**src/verilog/dsp_pkg.sv**
```systemverilog
// Summary of operation
// - Upper column strobe serves high byte, lower column strobe serves low byte.
// - Both column strobes are asserted during refresh cycles too.
// - Row/column select is high for row address, low for column address.
// - Dedicated DRAM read/write line controls all DRAM devices on accesses.
// - DRAM read/write line stays high for the whole refresh cycle.
// - Two row strobes: first row on lower strobe, optional second row upper.
// - Row strobes are asserted during refresh as well as normal accesses.
// - Upper row strobe is second-row strobe by default, else extra address bit.
// - Extra address bit mode serves one row of 4M-bit parts filling 8M bytes.
// - Test config bit 6 swaps the two row strobe pins; clear keeps default.
// - ROM select low only on reads from F00000 through FFFFFF.
package dsp_pkg;
    // Address and control field positions
    localparam int          ADDR_W        = 24;
    localparam int          ROW_ADDR_BIT  = 22;
    localparam int          SWAP_BIT      = 6;
    localparam logic [23:0] ROM_LO        = 24'hf00000;
    localparam logic [23:0] ROM_HI        = 24'hffffff;
    // Phase lengths in cycles at 100 MHz
    localparam int          ROW_CYC       = 2;
    localparam int          COL_CYC       = 3;
    localparam int          PRE_CYC       = 2;
    localparam logic [2:0]  ROW_CNT       = 3'(ROW_CYC - 1);
    localparam logic [2:0]  COL_CNT       = 3'(COL_CYC - 1);
    localparam logic [2:0]  PRE_CNT       = 3'(PRE_CYC - 1);
    typedef enum logic [2:0] {ST_IDLE, ST_ROW, ST_COL, ST_RF_CAS, ST_RF_RAS, ST_PRE} dsp_state_e;
endpackage

```
**src/verilog/dsp_strobes.sv**
```systemverilog
`timescale 1ns/1ps
module dsp_strobes
(
    // Clock and reset
    input  wire logic                       core_clk,
    input  wire logic                       nrst,
    // Request from the controller core
    input  wire logic                       acc_req,
    input  wire logic                       acc_read,
    input  wire logic [1:0]                 acc_byte_en,
    input  wire logic [dsp_pkg::ADDR_W-1:0] acc_addr,
    input  wire logic                       refresh_req,
    output logic                            cycle_done,
    // Configuration bits
    input  wire logic                       row_addr_mode,
    input  wire logic [7:0]                 test_config_reg,
    // DRAM and ROM pins
    output logic                            col_strobe_upper_n,
    output logic                            col_strobe_lower_n,
    output logic                            row_strobe_first_n,
    output logic                            row_strobe_second_n,
    output logic                            row_col_select,
    output logic                            dram_read_write,
    output logic                            rom_select_n
);
    dsp_pkg::dsp_state_e state_reg, state_next;
    logic [2:0] cnt_reg, cnt_next;
    logic       rd_reg, rd_next;
    logic [1:0] be_reg, be_next;
    logic       row2_reg, row2_next;
    logic       casu_reg, casu_next, col_strobe_lower_n_reg, col_strobe_lower_n_next;
    logic       ras1_reg, ras1_next, ras2_reg, ras2_next;
    logic       sel_reg, sel_next, rw_reg, rw_next, rom_reg, rom_next;
    logic       done_reg, done_next;
    logic       in_rom;
    logic       swap;
    logic       pin_a, pin_b;

    assign in_rom = (acc_addr >= dsp_pkg::ROM_LO) && (acc_addr <= dsp_pkg::ROM_HI);
    assign swap   = test_config_reg[dsp_pkg::SWAP_BIT];

    // Sequencer; refresh wins over access when both wait
    always_comb
    begin
        state_next = state_reg;
        cnt_next   = cnt_reg;
        rd_next    = rd_reg;
        be_next    = be_reg;
        row2_next  = row2_reg;
        done_next  = 1'b0;
        unique case (state_reg)
            dsp_pkg::ST_IDLE:
            begin
                if (refresh_req)
                begin
                    state_next = dsp_pkg::ST_RF_CAS;
                    cnt_next   = dsp_pkg::ROW_CNT;
                end
                else if (acc_req && !in_rom)
                begin
                    state_next = dsp_pkg::ST_ROW;
                    cnt_next   = dsp_pkg::ROW_CNT;
                    rd_next    = acc_read;
                    be_next    = acc_byte_en;
                    row2_next  = acc_addr[dsp_pkg::ROW_ADDR_BIT];
                end
            end
            dsp_pkg::ST_ROW:
            begin
                cnt_next = cnt_reg - 3'h1;
                if (cnt_reg == 3'h0)
                begin
                    state_next = dsp_pkg::ST_COL;
                    cnt_next   = dsp_pkg::COL_CNT;
                end
            end
            dsp_pkg::ST_COL, dsp_pkg::ST_RF_RAS:
            begin
                cnt_next = cnt_reg - 3'h1;
                if (cnt_reg == 3'h0)
                begin
                    state_next = dsp_pkg::ST_PRE;
                    cnt_next   = dsp_pkg::PRE_CNT;
                    done_next  = 1'b1;
                end
            end
            dsp_pkg::ST_RF_CAS:
            begin
                cnt_next = cnt_reg - 3'h1;
                if (cnt_reg == 3'h0)
                begin
                    state_next = dsp_pkg::ST_RF_RAS;
                    cnt_next   = dsp_pkg::COL_CNT;
                end
            end
            dsp_pkg::ST_PRE:
            begin
                cnt_next = cnt_reg - 3'h1;
                if (cnt_reg == 3'h0)
                    state_next = dsp_pkg::ST_IDLE;
            end
            default:
                state_next = dsp_pkg::ST_IDLE;
        endcase
    end

    // Pin values, registered so outputs are glitch free
    always_comb
    begin
        pin_a     = 1'b1;
        pin_b     = 1'b1;
        casu_next = 1'b1;
        col_strobe_lower_n_next = 1'b1;
        sel_next  = 1'b1;
        rw_next   = 1'b1;
        unique case (state_next)
            dsp_pkg::ST_ROW:
            begin
                pin_a   = row2_next | row_addr_mode;
                pin_b   = ~row2_next | row_addr_mode;
                rw_next = rd_next;
            end
            dsp_pkg::ST_COL:
            begin
                pin_a     = row2_reg | row_addr_mode;
                pin_b     = ~row2_reg | row_addr_mode;
                sel_next  = 1'b0;
                casu_next = ~be_reg[1];
                col_strobe_lower_n_next = ~be_reg[0];
                rw_next   = rd_reg;
            end
            dsp_pkg::ST_RF_CAS:
            begin
                casu_next = 1'b0;
                col_strobe_lower_n_next = 1'b0;
            end
            dsp_pkg::ST_RF_RAS:
            begin
                casu_next = 1'b0;
                col_strobe_lower_n_next = 1'b0;
                pin_a     = 1'b0;
                pin_b     = row_addr_mode; // Address bit is not a strobe
            end
            default:
            begin
                // Extra address bit rests low in idle and precharge
                pin_b = row_addr_mode ? 1'b0 : 1'b1;
            end
        endcase
        // Extra address bit carries the upper row address in that mode
        if (row_addr_mode && (state_next == dsp_pkg::ST_ROW || state_next == dsp_pkg::ST_COL))
            pin_b = (state_next == dsp_pkg::ST_ROW) ? row2_next : row2_reg;
        if (row_addr_mode && (state_next == dsp_pkg::ST_ROW || state_next == dsp_pkg::ST_COL))
            pin_a = 1'b0;
        // Refresh keeps the line at read level throughout
        if (state_next == dsp_pkg::ST_RF_CAS || state_next == dsp_pkg::ST_RF_RAS)
            rw_next = 1'b1;
        ras1_next = swap ? pin_b : pin_a;
        ras2_next = swap ? pin_a : pin_b;
        rom_next  = ~(acc_req && acc_read && in_rom);
    end

    // State and pin registers
    always_ff @(posedge core_clk or negedge nrst)
    begin
        if (!nrst)
        begin
            state_reg <= dsp_pkg::ST_IDLE;
            cnt_reg   <= 3'h0;
            rd_reg    <= 1'b1;
            be_reg    <= 2'h0;
            row2_reg  <= 1'b0;
            casu_reg  <= 1'b1;
            col_strobe_lower_n_reg  <= 1'b1;
            ras1_reg  <= 1'b1;
            ras2_reg  <= 1'b1;
            sel_reg   <= 1'b1;
            rw_reg    <= 1'b1;
            rom_reg   <= 1'b1;
            done_reg  <= 1'b0;
        end
        else
        begin
            state_reg <= state_next;
            cnt_reg   <= cnt_next;
            rd_reg    <= rd_next;
            be_reg    <= be_next;
            row2_reg  <= row2_next;
            casu_reg  <= casu_next;
            col_strobe_lower_n_reg  <= col_strobe_lower_n_next;
            ras1_reg  <= ras1_next;
            ras2_reg  <= ras2_next;
            sel_reg   <= sel_next;
            rw_reg    <= rw_next;
            rom_reg   <= rom_next;
            done_reg  <= done_next;
        end
    end

    // Outputs straight from flip-flops
    assign col_strobe_upper_n  = casu_reg;
    assign col_strobe_lower_n  = col_strobe_lower_n_reg;
    assign row_strobe_first_n  = ras1_reg;
    assign row_strobe_second_n = ras2_reg;
    assign row_col_select      = sel_reg;
    assign dram_read_write     = rw_reg;
    assign rom_select_n        = rom_reg;
    assign cycle_done          = done_reg;
endmodule
```
**config.mk**
```make
export PLATFORM = sky130hd
export DESIGN_NAME = dsp_strobes
export DESIGN_NICKNAME = d
export VERILOG_FILES = /design/src/verilog/dsp_pkg.sv /design/src/verilog/dsp_strobes.sv
export SDC_FILE = /design/constraint.sdc
export NUM_CORES = 1
export LEC_CHECK = 0
export BUFFER_PORTS_ARGS = -buffer_cell sky130_fd_sc_hd__buf_2
export CAP_MARGIN = 10
export CORE_UTILIZATION = 25
export DETAILED_ROUTE_END_ITERATION = 7
export PLACE_DENSITY = 0.46
export SLEW_MARGIN = 10
export SYNTH_ARGS = -nofsm -noshare
export SYNTH_HDL_FRONTEND = slang
export SYNTH_SLANG_ARGS = --single-unit
```
**constraint.sdc**
```tcl
create_clock -name core_clk -period 2.7 [get_ports core_clk]
set_input_delay 0 -clock core_clk [delete_from_list [all_inputs] [get_ports core_clk]]
set_output_delay 0 -clock core_clk [all_outputs]
set_load 0.02 [all_outputs]
```
After elaboration in Yosys (flattened, before gate mapping)
Index checks and enable logic that the tools add are counted.
{ "word_totals": {"register_bits": 18, "out_inout_bits": 8, "word_cells": 85} }
{ "op_classes": {"n_reduce_logical": 16, "bitwise": 10, "n_mux": 33, "add_sub_neg": 1, "n_lt_le_gt_ge": 2, "n_eq_ne": 10} }
{ "ops": {"columns": ["cell", "n"], "rows": [
  ["$mux W3", 10],
  ["$ge A24 B24 Y1 const B", 1],
  ["$le A24 B24 Y1 const B", 1],
  ["$mux W1", 16],
  ["$pmux W3 S5", 1],
  ["$eq A3 B2 Y1 const B", 4],
  ["$pmux W3 S4", 1],
  ["$eq A3 B3 Y1 const B", 3],
  ["$eq A3 B1 Y1 const B", 2],
  ["$logic_not A3 Y1", 2],
  ["$not A1 Y1", 6],
  ["$pmux W1 S2", 3],
  ["$reduce_or A2 Y1", 3],
  ["$logic_and A1 B1 Y1", 5],
  ["$or A1 B1 Y1", 4],
  ["$pmux W1 S4", 1],
  ["$reduce_bool A4 Y1", 1],
  ["$ne A3 B3 Y1 const B", 1],
  ["$pmux W1 S3", 1],
  ["$reduce_and A3 Y1", 1],
  ["$sub A3 B1 Y3 const B", 1],
  ["$logic_or A1 B1 Y1", 2],
  ["$reduce_and A2 Y1", 1],
  ["$logic_not A1 Y1", 1]
]} }

Logic depth before layout (Yosys ltp)
{ "depth": {"depth_word": 12, "depth_mapped": 8, "ltp_nobuf": 7} }

Least setup slack after synthesis
No wires, ideal clock.
{ "synth_path": {"path_kind": "register -> register", "from": "reg cnt_reg[0]", "to": "reg ras1_reg, in the netlist row_strobe_first_n", "setup_ps": 81, "slack_ps": 1041, "path_buffers": 1, "required_ps": 2619, "stages_incl_launch_ff": 9, "t_arrival_ps": 1578, "synth_period_minus_slack_ps": 1659, "path_cell_list": "dfrtp_1 > inv_1 > ha_1 > nor2b_1 > buf_2 > a221o_1 > a21oi_1 > nand3b_1 > a32oi_1"} }
{ "synth_between": {"elab_chain_len": 8, "word_cells_on_any_way": 18} }
{ "synth_rtl": {"columns": ["item", "line", "source"], "rows": [
  ["from (decl)", "dsp_strobes.sv:27", "logic [2:0] cnt_reg, cnt_next;"],
  ["from (signal assigned)", "dsp_strobes.sv:185", "cnt_reg <= cnt_next;"],
  ["$logic_not A3 Y1 *", null, null],
  ["$mux W3 (on tied branches)", null, null],
  ["$pmux W3 S5 *", "dsp_strobes.sv:51", "unique case (state_reg)"],
  ["parallel branches: the longest is 4 deep, another holds $pmux W1 S4", null, null],
  ["$mux W1 *", "dsp_strobes.sv:158", "ras1_next = swap ? pin_b : pin_a;"],
  ["named net ras1_next", "dsp_strobes.sv:32", "logic ras1_reg, ras1_next, ras2_reg, ras2_next;"],
  ["to (signal assigned)", "dsp_strobes.sv:191", "ras1_reg <= ras1_next;"],
  ["to (decl)", "dsp_strobes.sv:32", null]
]} }
Mark *: on every way through the listed nets, which the timed path passes.
A chain may end at the register's enable or synchronous reset.

Final worst setup path
{ "layout_path": {"from": "reg state_reg[1]", "to": "reg ras2_reg, in the netlist row_strobe_second_n"} }
{ "layout_between": {"elab_chain_len": 8, "word_cells_on_any_way": 30} }
{ "layout_rtl": {"columns": ["item", "line", "source"], "rows": [
  ["from (decl)", "dsp_strobes.sv:26", "dsp_pkg::dsp_state_e state_reg, state_next;"],
  ["from (signal assigned)", "dsp_strobes.sv:168", "state_reg <= dsp_pkg::ST_IDLE;"],
  ["from (signal assigned)", "dsp_strobes.sv:184", "state_reg <= state_next;"],
  ["parallel branches: the longest is 7 deep, another holds $pmux W3 S5", null, null],
  ["$mux W1 *", "dsp_strobes.sv:159", "ras2_next = swap ? pin_a : pin_b;"],
  ["named net ras2_next", "dsp_strobes.sv:32", null],
  ["to (signal assigned)", "dsp_strobes.sv:192", "ras2_reg <= ras2_next;"],
  ["to (decl)", "dsp_strobes.sv:32", null]
]} }
Marked as above.

==> impl_metrics.tcl <==
set metrics [dict create \
    period_share 0.730 \
    worstSetupPathType "reg2reg" \
    timing.hold.worst.class "in2reg" \
    switching_power_w 0.000729 \
    core.rowCount 24 \
    cp_common_cell "sky130_fd_sc_hd__a21oi_1" \
    vias_per_cell 5.22 \
    critPathMaxStageDelay_ps 740 \
    final_net_count 187 \
    overflow 0 \
    run_status "finished, final reports clean" \
    flow.area_growth_from_synthesis_pct 18.8 \
    cap_viol_max_count 0 \
    fin_setup_tns_ps 0 \
    power_frac_comb 0.515 \
    cts_hold_repair.buffers 4 \
    timing_hold_violations_final 0 \
    worst_setup_hold_path_clk_slew_ps 80 \
    crit_start "state_reg[1]" \
    regToRegStartpoint "state_reg[1]" \
    power.static_leakage_nw 0.557 \
    route.antenna.remaining_nets 0 \
    postCtsResizedCells 0 \
    count_of_buffers_inserted_at_the_top_level_ports 20 \
    timing.final.crit_period_ps 1970 \
    rsz0062_at_grt "no" \
    number_of_filler_instances_in_the_final_layout 482 \
    synth.yosys.warnings 0 \
    power.ir.vdd_worst_mv 0.384 \
    final-setup-viol-count 0 \
    timing.fmax_mhz 507 \
    finalClockSkew_ps 9.39 \
    post_synth.cell_area_avg_um2 9.29 \
    critical_path_arrival_ps 2160 \
    drt_first_pass_iters 4 \
    n_antenna_cell 0 \
    crit_fanout 19 \
    internal-power_w 0.000904 \
    power_switching_share 0.446 \
    cp_num_buf_inv 0 \
    dieArea_mm2 0.00484 \
    via_count 1024 \
    worst_skew_late_latency_ps 260 \
    area_share_of_the_largest_cell_type_after_synthesis 0.219 \
    finalWeightedCongestion 0.826 \
    chip_height_um 69.6 \
    netlist_instances 123 \
    antenna_violations_before_repair 0 \
    finalMaxSlewViolations 0 \
    maxSlewHeadroom 0.441 \
    p_clk_frac 0.124 \
    fin_hold_ws_ps 18.6 \
    synth.area.top_cells "sky130_fd_sc_hd__dfrtp_1 (22%), sky130_fd_sc_hd__dfstp_2 (18%), sky130_fd_sc_hd__a21oi_1 (5.3%), sky130_fd_sc_hd__nand2_1 (3.9%), sky130_fd_sc_hd__a221oi_1 (3.1%)" \
    postRouteWirelength_um 2820 \
    path_cells "nor2b_1, a21oi_1, o32ai_1, a21oi_1, a32oi_1" \
    ys_seq_elements 18 \
    endpoint_kind "flip-flop" \
    holdCritStartpoint "acc_addr[22]" \
    cts_post_setup_buffers_inserted 0 \
    dr.first_iter.drc_count 63 \
    worst_slew_pin_tran_ps 838 \
    yosys_most_used_dff "sky130_fd_sc_hd__dfrtp_1" \
    count_of_pins_on_the_block_boundary 48 \
    global_route_wire_length_before_repair_um 4660 \
    critical_path.slowest_cell "sky130_fd_sc_hd__dfrtp_1" \
    chipWidth_um 69.6 \
    netlist_area_mm2 0.00114 \
    number_of_flops_mapped_to_enable_cells_by_yosys 0 \
    synth_seq_area_share 0.403 \
    syn_nets 165 \
    global_route.usage.total 0.121 \
    power_density_mw_per_mm2 1200 \
    hpwl_um 2030 \
    cts.sinks 18 \
    seq_power_share 0.361 \
    path_delay_family "compound AO/OA/AOI/OAI gates" \
    initial_core_util 0.261 \
    tritoncts_buffers 3 \
    placeableCoreArea_mm2 0.00438 \
    cts_tree "built" \
    drt_drc_violations_left 0 \
    critical_path.startpoint_type "flip-flop" \
    post_drt_wl_per_cell_um 14.4 \
    post-synth-top-area-cell "sky130_fd_sc_hd__dfrtp_1" \
    netlist_top_cells_count "sky130_fd_sc_hd__a21oi_1 (12), sky130_fd_sc_hd__nand2_1 (12), sky130_fd_sc_hd__dfrtp_1 (10)" \
    clock_tree.buffer_depth 2 \
    final_cells 196 \
    clk_root_buffer_cell "sky130_fd_sc_hd__clkbuf_8" \
    worst_ep_required_time_ps 2890 \
    cts_max_level 1 \
    grt_start_max_net_pins 26 \
    dp.cells 188 \
    post_synth_num_cell_types 45 \
    via_count_of_the_first_global_routing_pass 998 \
    postSynth.asyncResetShare 1.00 \
    layout-drive-gt1-share 0.292 \
]
through the flow:
step	total power (W)	utilization	cell area, um2	worst slack, ps
final	0.00163	0.310	1360	728
after global routing	0.00177	0.310	1360	570
after floorplan	0.00125	-	1140	1040
after CTS	0.00165	0.310	1360	710
after global placement	0.00141	0.290	1270	694
after detailed placement	0.00143	0.290	1270	730
power groups by stage:
stage / clock, W / combinational [W] / sequential (W)
floorplan: 0 / 0.000703 / 0.000542
global placement: 0 / 0.000825 / 0.000586
detailed placement: 0 / 0.000842 / 0.000592
CTS: 0.000209 / 0.000851 / 0.000586
global route: 0.000215 / 0.000941 / 0.000610
finish: 0.000203 / 0.000842 / 0.000589
cell usage in the layout, fill, tap and decap left out, types with 3 or more instances in the layout:
cell type and n:
sky130_fd_sc_hd__a21oi_1 12, sky130_fd_sc_hd__nand2_1 12, sky130_fd_sc_hd__clkbuf_8 3, sky130_fd_sc_hd__dfrtp_1 10, sky130_fd_sc_hd__mux2_2 3, sky130_fd_sc_hd__nor3_1 3
sky130_fd_sc_hd__dfstp_2 8, sky130_fd_sc_hd__buf_2 20, sky130_fd_sc_hd__o21ai_0 5, sky130_fd_sc_hd__inv_1 6, sky130_fd_sc_hd__dlygate4sd3_1 4, sky130_fd_sc_hd__nor2b_1 3
sky130_fd_sc_hd__a221oi_1 4, sky130_fd_sc_hd__nor2_1 8, sky130_fd_sc_hd__nand3_1 3
cell type report:
class	count	area, um2	share of cell area
clock buffers	4	45.0	0.0332
flip-flops and latches	18	460	0.339
well taps	52	65.1	0.0479
inverters	6	22.5	0.0166
multi-input cells	90	609	0.449
repair buffers	26	155	0.114
metal layers:
layer	vias up	GRT usage	wire, um
li1	498	-	-
met3	5	0.0378	133
met2	22	0.200	1330
met1	499	0.152	1320
met4	0	0.0340	34
met5	-	0	0
final timing paths:
check	cells past startpoint	end	slack (ps)
max	5	row_strobe_second_n	730
min	2	row2_reg	20
max reg2reg	5	row_strobe_second_n	730
min reg2reg	1	row2_reg	540
max in group asynchronous	2	rom_select_n	2150
min in group asynchronous	2	cnt_reg[0]	200
logic make-up (layout without fill, tap and decap cells):
logic type / count (synthesis) / in the layout / share of synthesized area
AOI/OAI and AO/OA: 36 / 36 / 0.218
xor gates and xnor gates: 1 / 1 / 0.00767
adders and majority gates: 2 / 2 / 0.0219
buffers and inverters: 15 / 36 / 0.0635
DFF: 18 / 18 / 0.403
muxes: 5 / 5 / 0.0515
and+or+nand+nor: 46 / 46 / 0.234
Note: power is estimated with default switching activity, not from simulation.
